**config.mk**
```make
export PLATFORM = sky130hd
export DESIGN_NAME = vic_cmd_prog
export DESIGN_NICKNAME = d
export VERILOG_FILES = /design/src/logic/vic_pkg.sv /design/src/logic/vic_cmd_prog.sv
export VERILOG_INCLUDE_DIRS = /design/src /design/src/logic
export SDC_FILE = /design/constraint.sdc
export NUM_CORES = 1
export LEC_CHECK = 0
export BUFFER_PORTS_ARGS = -buffer_cell sky130_fd_sc_hd__buf_2
export CORE_MARGIN = 8
export CORE_UTILIZATION = 55
export CTS_BUF_LIST = sky130_fd_sc_hd__clkbuf_4
export DETAILED_ROUTE_END_ITERATION = 8
export GPL_TIMING_DRIVEN = 0
export PLACE_DENSITY = 0.8
export SLEW_MARGIN = 20
export SYNTH_ARGS = -nofsm -noshare
export SYNTH_HDL_FRONTEND = slang
export SYNTH_SLANG_ARGS = --single-unit
export TNS_END_PERCENT = 100
```
**constraint.sdc**
```tcl
create_clock -name clk -period 6.25 [get_ports clk]
set_input_delay 0 -clock clk [delete_from_list [all_inputs] [get_ports clk]]
set_output_delay 0 -clock clk [all_outputs]
set_load 0.05 [all_outputs]
```
**src/logic/vic_consts.svh**
```systemverilog
// Offsets, field positions and reset values of the vectored interrupt block.
// Assumes inclusion from the design module, the checker and the bench by bare name.
`ifndef VIC_CONSTS_SVH
`define VIC_CONSTS_SVH

// Register byte addresses on the AXI4-Lite bus.
`define VIC_OFF_CMD      8'h00
`define VIC_OFF_DATA     8'h04
`define VIC_OFF_ACK      8'h08
`define VIC_OFF_STATUS   8'h0c

// Command word and mode word field positions.
`define VIC_W1_START     4
`define VIC_W1_LEVEL     3
`define VIC_W1_SPACING   2
`define VIC_W1_SINGLE    1
`define VIC_W1_NEED4     0
`define VIC_OP3_SEL      3
`define VIC_MODE_AEOS    1
`define VIC_MODE_NEST    4
`define VIC_OP2_ROT      7
`define VIC_OP2_SPEC     6
`define VIC_OP2_EOS      5
`define VIC_OP3_SPECIAL_MASKING_ENABLE     6
`define VIC_OP3_SMM      5
`define VIC_OP3_POLL     2
`define VIC_OP3_RDEN     1
`define VIC_OP3_RDSEL    0

// Reset values and bus response codes.
`define VIC_MASK_RST     8'hff
`define VIC_PRIO_RST     3'h7
`define VIC_RESP_OKAY    2'h0
`define VIC_RESP_SLVERR  2'h2

`endif

```
**src/logic/vic_pkg.sv**
```systemverilog
// Types shared by the vectored interrupt command block.
// Assumes the constants header sits beside it.
package vic_pkg;
    typedef enum logic [3:0] {
        VIC_ST_READY = 4'h1,
        VIC_ST_VEC   = 4'h2,
        VIC_ST_CASC  = 4'h4,
        VIC_ST_MODE  = 4'h8
    } vic_init_t;
endpackage

```
**src/logic/vic_cmd_prog.sv**
```systemverilog
// Command-word programming and priority logic of an eight-input vectored
// interrupt controller, reached over AXI4-Lite with 32-bit data.
// Assumes one 10 MHz clock; request inputs are asynchronous pins.
//
// Local design decisions: the address map and register access over AXI4-Lite.
`timescale 1ns/1ps
`default_nettype none
`include "vic_consts.svh"

module vic_cmd_prog
    import vic_pkg::*;
(
    // Clock and reset
    input  wire logic        clk,
    input  wire logic        rst_n,
    // AXI4-Lite write address and data
    input  wire logic [7:0]  s_axi_awaddr,
    input  wire logic        s_axi_awvalid,
    output var  logic        s_axi_awready,
    input  wire logic [31:0] s_axi_wdata,
    input  wire logic [3:0]  s_axi_wstrb,
    input  wire logic        s_axi_wvalid,
    output var  logic        s_axi_wready,
    // AXI4-Lite write response
    output var  logic [1:0]  s_axi_bresp,
    output var  logic        s_axi_bvalid,
    input  wire logic        s_axi_bready,
    // AXI4-Lite read
    input  wire logic [7:0]  s_axi_araddr,
    input  wire logic        s_axi_arvalid,
    output var  logic        s_axi_arready,
    output var  logic [31:0] s_axi_rdata,
    output var  logic [1:0]  s_axi_rresp,
    output var  logic        s_axi_rvalid,
    input  wire logic        s_axi_rready,
    // Request pins and interrupt output
    input  wire logic [7:0]  request_input,
    output var  logic        irq_out
);

    // Rank of a level below the lowest-priority level; zero is best.
    function automatic logic [2:0] rank(input logic [2:0] lvl, input logic [2:0] base);
        rank = 3'(lvl - base - 3'd1);
    endfunction

    // Best-priority set bit, valid flag on top.
    function automatic logic [3:0] top(input logic [7:0] bits, input logic [2:0] base);
        logic [2:0] lv;
        top = 4'h0;
        for (int i = 7; i >= 0; i--)
        begin
            lv = 3'(base + 3'(i) + 3'd1);
            if (bits[lv])
                top = {1'b1, lv};
        end
    endfunction

    logic        aw_got_r;
    logic        w_got_r;
    logic [7:0]  wr_addr_r;
    logic [7:0]  wr_data_r;
    logic        wr_lane_r;
    logic        wr_fire;
    logic        rd_take;
    logic [31:0] rd_word;
    logic        rd_ok;

    vic_init_t   state_r;
    logic        single_r;
    logic        need4_r;
    logic        spacing_r;
    logic        level_trig_r;
    logic [2:0]  vec_low_r;
    logic [7:0]  vec_base_r;
    logic [7:0]  slave_map_r;
    logic        aeos_r;
    logic        nest_r;
    logic [7:0]  mode_r;
    logic        smm_r;
    logic        rot_aeos_r;
    logic        rd_isr_r;
    logic        poll_r;

    logic [7:0]  req_s1_r;
    logic [7:0]  req_s2_r;
    logic [7:0]  arm_r;
    logic [7:0]  pend_r;
    logic [7:0]  isr_r;
    logic [7:0]  mask_r;
    logic [2:0]  prio_r;
    logic [16:0] vec_r;

    logic        wr_cmd;
    logic        wr_data;
    logic        init_wr;
    logic        op2_wr;
    logic        op3_wr;
    logic        ready;
    logic [7:0]  blk_isr;
    logic [3:0]  cand;
    logic [3:0]  isr_top;
    logic [3:0]  blk_top;
    logic        cand_ok;
    logic        poll_rd;
    logic        ack;
    logic [15:0] vec_addr;

    // Write channel: address and data taken in either order.
    assign wr_fire = aw_got_r && w_got_r && !s_axi_bvalid;

    always_ff @(posedge clk)
    begin
        if (!rst_n)
        begin
            aw_got_r      <= 1'b0;
            w_got_r       <= 1'b0;
            s_axi_awready <= 1'b0;
            s_axi_wready  <= 1'b0;
            wr_addr_r     <= 8'h00;
            wr_data_r     <= 8'h00;
            wr_lane_r     <= 1'b0;
        end
        else
        begin
            if (s_axi_awvalid && s_axi_awready)
            begin
                aw_got_r      <= 1'b1;
                wr_addr_r     <= s_axi_awaddr;
                s_axi_awready <= 1'b0;
            end
            else if (!aw_got_r && !s_axi_bvalid)
                s_axi_awready <= 1'b1;
            if (s_axi_wvalid && s_axi_wready)
            begin
                w_got_r      <= 1'b1;
                wr_data_r    <= s_axi_wdata[7:0];
                wr_lane_r    <= s_axi_wstrb[0];
                s_axi_wready <= 1'b0;
            end
            else if (!w_got_r && !s_axi_bvalid)
                s_axi_wready <= 1'b1;
            if (wr_fire)
            begin
                aw_got_r <= 1'b0;
                w_got_r  <= 1'b0;
            end
        end
    end

    always_ff @(posedge clk)
    begin
        if (!rst_n)
        begin
            s_axi_bvalid <= 1'b0;
            s_axi_bresp  <= `VIC_RESP_OKAY;
        end
        else if (wr_fire)
        begin
            s_axi_bvalid <= 1'b1;
            if (wr_addr_r == `VIC_OFF_CMD || wr_addr_r == `VIC_OFF_DATA ||
                wr_addr_r == `VIC_OFF_ACK || wr_addr_r == `VIC_OFF_STATUS)
                s_axi_bresp <= `VIC_RESP_OKAY;
            else
                s_axi_bresp <= `VIC_RESP_SLVERR;
        end
        else if (s_axi_bready)
            s_axi_bvalid <= 1'b0;
    end

    // Command decode; only byte lane 0 carries a command word.
    assign wr_cmd  = wr_fire && wr_lane_r && wr_addr_r == `VIC_OFF_CMD;
    assign wr_data = wr_fire && wr_lane_r && wr_addr_r == `VIC_OFF_DATA;
    assign init_wr = wr_cmd && wr_data_r[`VIC_W1_START];
    assign op3_wr  = wr_cmd && !wr_data_r[`VIC_W1_START] && wr_data_r[`VIC_OP3_SEL] && ready;
    assign op2_wr  = wr_cmd && !wr_data_r[`VIC_W1_START] && !wr_data_r[`VIC_OP3_SEL] && ready;
    assign ready   = state_r == VIC_ST_READY;

    // Initialization sequencer and mode state.
    always_ff @(posedge clk)
    begin
        if (!rst_n)
        begin
            state_r      <= VIC_ST_READY;
            single_r     <= 1'b1;
            need4_r      <= 1'b0;
            spacing_r    <= 1'b0;
            level_trig_r <= 1'b0;
            vec_low_r    <= 3'h0;
            vec_base_r   <= 8'h00;
            slave_map_r  <= 8'h00;
            mode_r       <= 8'h00;
        end
        else if (init_wr)
        begin
            state_r      <= VIC_ST_VEC;
            single_r     <= wr_data_r[`VIC_W1_SINGLE];
            need4_r      <= wr_data_r[`VIC_W1_NEED4];
            spacing_r    <= wr_data_r[`VIC_W1_SPACING];
            level_trig_r <= wr_data_r[`VIC_W1_LEVEL];
            vec_low_r    <= wr_data_r[7:5];
            if (!wr_data_r[`VIC_W1_NEED4])
                mode_r <= 8'h00;
        end
        else if (wr_data)
        begin
            case (state_r)
                VIC_ST_VEC:
                begin
                    vec_base_r <= wr_data_r;
                    if (!single_r)
                        state_r <= VIC_ST_CASC;
                    else if (need4_r)
                        state_r <= VIC_ST_MODE;
                    else
                        state_r <= VIC_ST_READY;
                end
                VIC_ST_CASC:
                begin
                    slave_map_r <= wr_data_r;
                    state_r     <= need4_r ? VIC_ST_MODE : VIC_ST_READY;
                end
                VIC_ST_MODE:
                begin
                    mode_r  <= wr_data_r;
                    state_r <= VIC_ST_READY;
                end
                default:
                    state_r <= state_r;
            endcase
        end
    end

    assign aeos_r = mode_r[`VIC_MODE_AEOS];
    assign nest_r = mode_r[`VIC_MODE_NEST];

    // Third operation word state; a poll read ends polling mode.
    always_ff @(posedge clk)
    begin
        if (!rst_n || init_wr)
        begin
            smm_r    <= 1'b0;
            rd_isr_r <= 1'b0;
            poll_r   <= 1'b0;
        end
        else if (op3_wr)
        begin
            if (wr_data_r[`VIC_OP3_SPECIAL_MASKING_ENABLE])
                smm_r <= wr_data_r[`VIC_OP3_SMM];
            if (wr_data_r[`VIC_OP3_RDEN])
                rd_isr_r <= wr_data_r[`VIC_OP3_RDSEL];
            poll_r <= wr_data_r[`VIC_OP3_POLL];
        end
        else if (poll_rd)
            poll_r <= 1'b0;
    end

    // Request pins pass two flip-flops before any logic reads them.
    always_ff @(posedge clk)
    begin
        if (!rst_n)
        begin
            req_s1_r <= 8'h00;
            req_s2_r <= 8'h00;
        end
        else
        begin
            req_s1_r <= request_input;
            req_s2_r <= req_s1_r;
        end
    end

    // Pending requests; the mask plays no part here, so masked edges wait.
    always_ff @(posedge clk)
    begin
        if (!rst_n)
        begin
            arm_r  <= 8'h00;
            pend_r <= 8'h00;
        end
        else if (init_wr)
        begin
            arm_r  <= 8'h00;
            pend_r <= 8'h00;
        end
        else
        begin
            for (int i = 0; i < 8; i++)
            begin
                if (!req_s2_r[i])
                    arm_r[i] <= 1'b1;
                else if (arm_r[i])
                    arm_r[i] <= 1'b0;
                if (ack && cand_ok && cand[2:0] == 3'(i))
                    pend_r[i] <= 1'b0;
                else if (level_trig_r)
                    pend_r[i] <= req_s2_r[i];
                else if (req_s2_r[i] && arm_r[i])
                    pend_r[i] <= 1'b1;
            end
        end
    end

    // Priority resolution against the levels in service.
    always_comb
    begin
        blk_isr = isr_r;
        if (smm_r)
            blk_isr = isr_r & ~mask_r;
        if (nest_r && !single_r)
            blk_isr = blk_isr & ~slave_map_r;
    end

    assign cand    = top(pend_r & ~mask_r, prio_r);
    assign isr_top = top(isr_r, prio_r);
    assign blk_top = top(blk_isr, prio_r);
    assign cand_ok = ready && cand[3] && (!blk_top[3] ||
                     rank(cand[2:0], prio_r) < rank(blk_top[2:0], prio_r));
    assign rd_take = s_axi_arvalid && s_axi_arready;
    assign poll_rd = rd_take && s_axi_araddr == `VIC_OFF_CMD && poll_r;
    assign ack     = poll_rd || (wr_fire && wr_addr_r == `VIC_OFF_ACK);

    // Service bits, mask and rotation.
    always_ff @(posedge clk)
    begin
        if (!rst_n)
        begin
            isr_r      <= 8'h00;
            mask_r     <= `VIC_MASK_RST;
            prio_r     <= `VIC_PRIO_RST;
            rot_aeos_r <= 1'b0;
        end
        else if (init_wr)
        begin
            isr_r      <= 8'h00;
            mask_r     <= 8'h00;
            prio_r     <= `VIC_PRIO_RST;
            rot_aeos_r <= 1'b0;
        end
        else
        begin
            if (wr_data && ready)
                mask_r <= wr_data_r;
            if (ack && cand_ok)
            begin
                if (!aeos_r)
                    isr_r[cand[2:0]] <= 1'b1;
                else if (rot_aeos_r)
                    prio_r <= cand[2:0];
            end
            else if (op2_wr)
            begin
                case ({wr_data_r[`VIC_OP2_ROT], wr_data_r[`VIC_OP2_SPEC],
                       wr_data_r[`VIC_OP2_EOS]})
                    3'h1:
                        isr_r[isr_top[2:0]] <= 1'b0;
                    3'h3:
                        isr_r[wr_data_r[2:0]] <= 1'b0;
                    3'h5:
                    begin
                        isr_r[isr_top[2:0]] <= 1'b0;
                        if (isr_top[3])
                            prio_r <= isr_top[2:0];
                    end
                    3'h7:
                    begin
                        isr_r[wr_data_r[2:0]] <= 1'b0;
                        prio_r                <= wr_data_r[2:0];
                    end
                    3'h6:
                        prio_r <= wr_data_r[2:0];
                    3'h4:
                        rot_aeos_r <= 1'b1;
                    3'h0:
                        rot_aeos_r <= 1'b0;
                    default:
                        rot_aeos_r <= rot_aeos_r;
                endcase
            end
        end
    end

    // Vector address for the level being acknowledged.
    always_comb
    begin
        if (spacing_r)
            vec_addr = {vec_base_r, vec_low_r, cand[2:0], 2'b00};
        else
            vec_addr = {vec_base_r, vec_low_r[2:1], cand[2:0], 3'b000};
    end

    always_ff @(posedge clk)
    begin
        if (!rst_n || init_wr)
        begin
            vec_r   <= 17'h0_0000;
            irq_out <= 1'b0;
        end
        else
        begin
            irq_out <= cand_ok && !poll_r && !ack;
            if (ack)
                vec_r <= {cand_ok, cand_ok ? vec_addr : 16'h0000};
        end
    end

    // Read data; the status word exposes sequencer and mode state.
    always_comb
    begin
        rd_ok   = 1'b1;
        rd_word = 32'h0000_0000;
        if (s_axi_araddr == `VIC_OFF_CMD)
        begin
            if (poll_r)
                rd_word = {24'h00_0000, cand_ok, 4'h0, cand[2:0]};
            else
                rd_word = {24'h00_0000, rd_isr_r ? isr_r : pend_r};
        end
        else if (s_axi_araddr == `VIC_OFF_DATA)
            rd_word = {24'h00_0000, mask_r};
        else if (s_axi_araddr == `VIC_OFF_ACK)
            rd_word = {15'h0000, vec_r};
        else if (s_axi_araddr == `VIC_OFF_STATUS)
            rd_word = {10'h000, mode_r, prio_r, rot_aeos_r, smm_r, poll_r, rd_isr_r,
                       level_trig_r, spacing_r, single_r, state_r};
        else
            rd_ok = 1'b0;
    end

    always_ff @(posedge clk)
    begin
        if (!rst_n)
        begin
            s_axi_arready <= 1'b0;
            s_axi_rvalid  <= 1'b0;
            s_axi_rdata   <= 32'h0000_0000;
            s_axi_rresp   <= `VIC_RESP_OKAY;
        end
        else if (rd_take)
        begin
            s_axi_arready <= 1'b0;
            s_axi_rvalid  <= 1'b1;
            s_axi_rdata   <= rd_word;
            s_axi_rresp   <= rd_ok ? `VIC_RESP_OKAY : `VIC_RESP_SLVERR;
        end
        else if (s_axi_rvalid)
        begin
            if (s_axi_rready)
                s_axi_rvalid <= 1'b0;
        end
        else
            s_axi_arready <= 1'b1;
    end

endmodule
`default_nettype wire

```
==> flow_summary.toml <==
[synth]
syn_avg_cell_area_um2 = 8.78
synthCells = 1088
yosys_warnings = 0
synth_edf_count = 0
ys_ff_latch = 154
synthArstFlopShare_pct = 0
yosysUniqueCellTypes = 78
netlist_top_cells_area = "dfxtp_1, mux4_2, mux2i_1"
ys_seq_area_share_pct = 32.3
synthesis.area_um2 = 9560
synth.top_cell.area_share_pct = 32.3
yosys.area.top_type = "dfxtp_1"
synth-main-ff-cell = "dfxtp_1"

[cells_and_area]
reg_top3 = "s_axi_rdata: 22 flops, vec_r: 15 flops"
final_common_cell = "dfxtp_1"
largest_reg_flops = 22
finalNonFillerCells = 1469
drive_above_1_share_pct = 18.3
nets = 1306
final_cell_mix = "dfxtp_1, nand2_1, buf_2"
design_area_um2 = 11100
regMostFlops = "s_axi_rdata"
area_delta_synth_final_pct = 16.5

[place]
place_congestion = 0.991
placed_cells = 1393
place.detailed.hpwl_um = 22200
post_dp_cell_area_um2 = 10200
portBuffers = 69

[global_route]
grt_pass1_wl_um = 49200
grt_pass1_vias = 9065
track_usage_pct = 28.2
overflow = 0
antenna_found_initial = 1
grt_max_degree = 17

[critical_path]
cp_data_arrival_time_ns = 6.46
worst_setup_path_start_kind = "flip-flop"
worst-path-max-fanout = 10
end_kind = "flip-flop"
crit_start = "prio_r[1]$_SDFFE_PP1P_"
path_class = "flip-flop to flip-flop"
required_ns = 6.72
r2r-start = "prio_r[1]$_SDFFE_PP1P_"

[timing]
rsz0062_at_grt = "false"
skew_ns = 0.0136
worst_slew_pin_slew_ns = 1.11
fin_tns_setup_ns = 0
fin_crit_ns = 5.99
max_slew_margin_pct = 25.8
drv_slew = 0
setup_viol = 0
final-hold-violation-count = 0
period_share_pct = 95.8
fmax_mhz = 167

[floorplanning]
coreArea_um2 = 17100
fp.dieH_um = 148
die_x_um = 148
rows = 48
top_level_ports = 109
start_util_pct = 55.8
dieArea_um2 = 21800

[cts]
cts_sinks = 154
cts_tree = "yes"
cts_buffer_depth = 2
cts.clk_slew.worst_paths_ns = 0.12
numCtsBuffers = 17
clockRootBuffer = "clkbuf_4"
clk-insertion-delay-late_ns = 0.55
htreeDepth = 4

[drt]
dr.pass1.iters = 5
num_vias = 9376
wirelength_um = 31100
drc_errors = 0
viasPerCell = 6.38
dr.first_iter.drc_count = 1138
ant_nets = 0
routedWlPerCell_um = 21.2

[pwr]
ir_drop_mv = 0.215
finalPower_mw = 1.87
p_per_area_nw_per_um2 = 168
p_leak_nw = 4.33

[worst_hold_path]
hp-class = "primary input to flip-flop"
worstHoldStart = "s_axi_araddr[3]"

[run_status]
outcome = "finished, final reports clean"

[run]
maxCapViolCount = 0
-- power by group --
| part | switching, mW | internal [mW] | total [mW] |
|---|---|---|---|
| clock | 0.355 | 0.316 | 0.671 |
| sequential | 0.0146 | 1.00 | 1.02 |
| combinational | 0.109 | 0.0665 | 0.176 |
| total | 0.479 | 1.39 | 1.87 |
-- cell usage after synthesis, drive strengths merged (20+ instances only) --
master  number
nor2        55
nor3        20
inv         21
a21boi      40
nor2b       35
a21oi       39
and2        30
clkbuf      54
nand2      133
o21ai       62
nand3       42
buf         40
dfxtp      154
mux4        34
nand2b      28
mux2i       72
-- through the flow --
stage	util, %	worst slack (ns)	hold WS [ns]
finish	65.0	0.260	0.105
global route	65.0	0.0137	0.111
global placement	59.7	-0.790	0.209
CTS	64.5	0.00997	0.0897
detailed placement	59.7	-0.862	0.210
floorplan	-	0.253	0.127
-- kinds of logic after synthesis --
family / synth area share [%]
simple gates: 21.1
compound gates: 21.1
flops: 32.3
mux: 17.4
buf+inv: 5.89
fa+ha+maj: 1.20
xor+xnor: 0.890
other cells: 0.0392
-- layer usage --
layer / share of wire, % / vias up / global-route usage (%)
met5: 0 / - / 0
met4: 5.5 / 0 / 16.0
met3: 8.6 / 128 / 4.68
met2: 48 / 546 / 47.1
met1: 38 / 4417 / 33.9
li1: - / 4285 / -
-- what timing repair did --
item	CTS	global route
setup endpoints to repair	37	22
resized for setup	25	15
pin swaps	2	6
endpoints found under the hold margin	32	0
hold buffers	39	0
buffers inserted	3	6
cloned	0	0
-- worst max-delay path, stage by stage, from the launching register on --
cell	delay [ns]
dfxtp_1	0.55
clkinvlp_4	0.24
ha_4	0.34
buf_12	0.15
mux4_2	0.52
mux2i_4	0.19
nand2_1	0.09
a311oi_2	0.29
a211oi_1	0.07
a21o_1	0.18
a2111oi_2	0.35
nor2_1	0.10
fa_1	0.41
inv_2	0.09
a211oi_1	0.05
nor4b_2	0.30
ha_1	0.27
a21oi_2	0.13
a41oi_1	0.10
nand2b_1	0.22
buf_4	0.18
or3_4	0.40
or4_1	0.43
a221oi_2	0.25
-- path summary, 6_finish.rpt --
| check | endpoint | slack (ns) | depth (start not counted) |
|---|---|---|---|
| worst max-delay path | isr_r[7]$_SDFFE_PP0P_ | 0.26 | 23 |
| worst min-delay path | s_axi_rdata[1]$_SDFFE_PN0P_ | 0.11 | 6 |
| worst max register to register | isr_r[7]$_SDFFE_PP0P_ | 0.26 | 23 |
| worst min register to register | arm_r[3]$_SDFF_PP0_ | 0.41 | 1 |
-- cell type report --
| class | instances | area [um2] |
|---|---|---|
| Clock inverter | 13 | 178 |
| Tap cell | 225 | 282 |
| Multi-Input combinational cell | 830 | 6060 |
| Fill cell | 1394 | 5990 |
| Antenna cell | 1 | 2.50 |
| Inverter | 21 | 90.1 |
| Sequential cell | 154 | 3080 |
| Timing Repair Buffer | 117 | 803 |
| Buffer | 90 | 494 |
| Clock buffer | 18 | 135 |
Note: power is estimated with default switching activity, not from simulation.
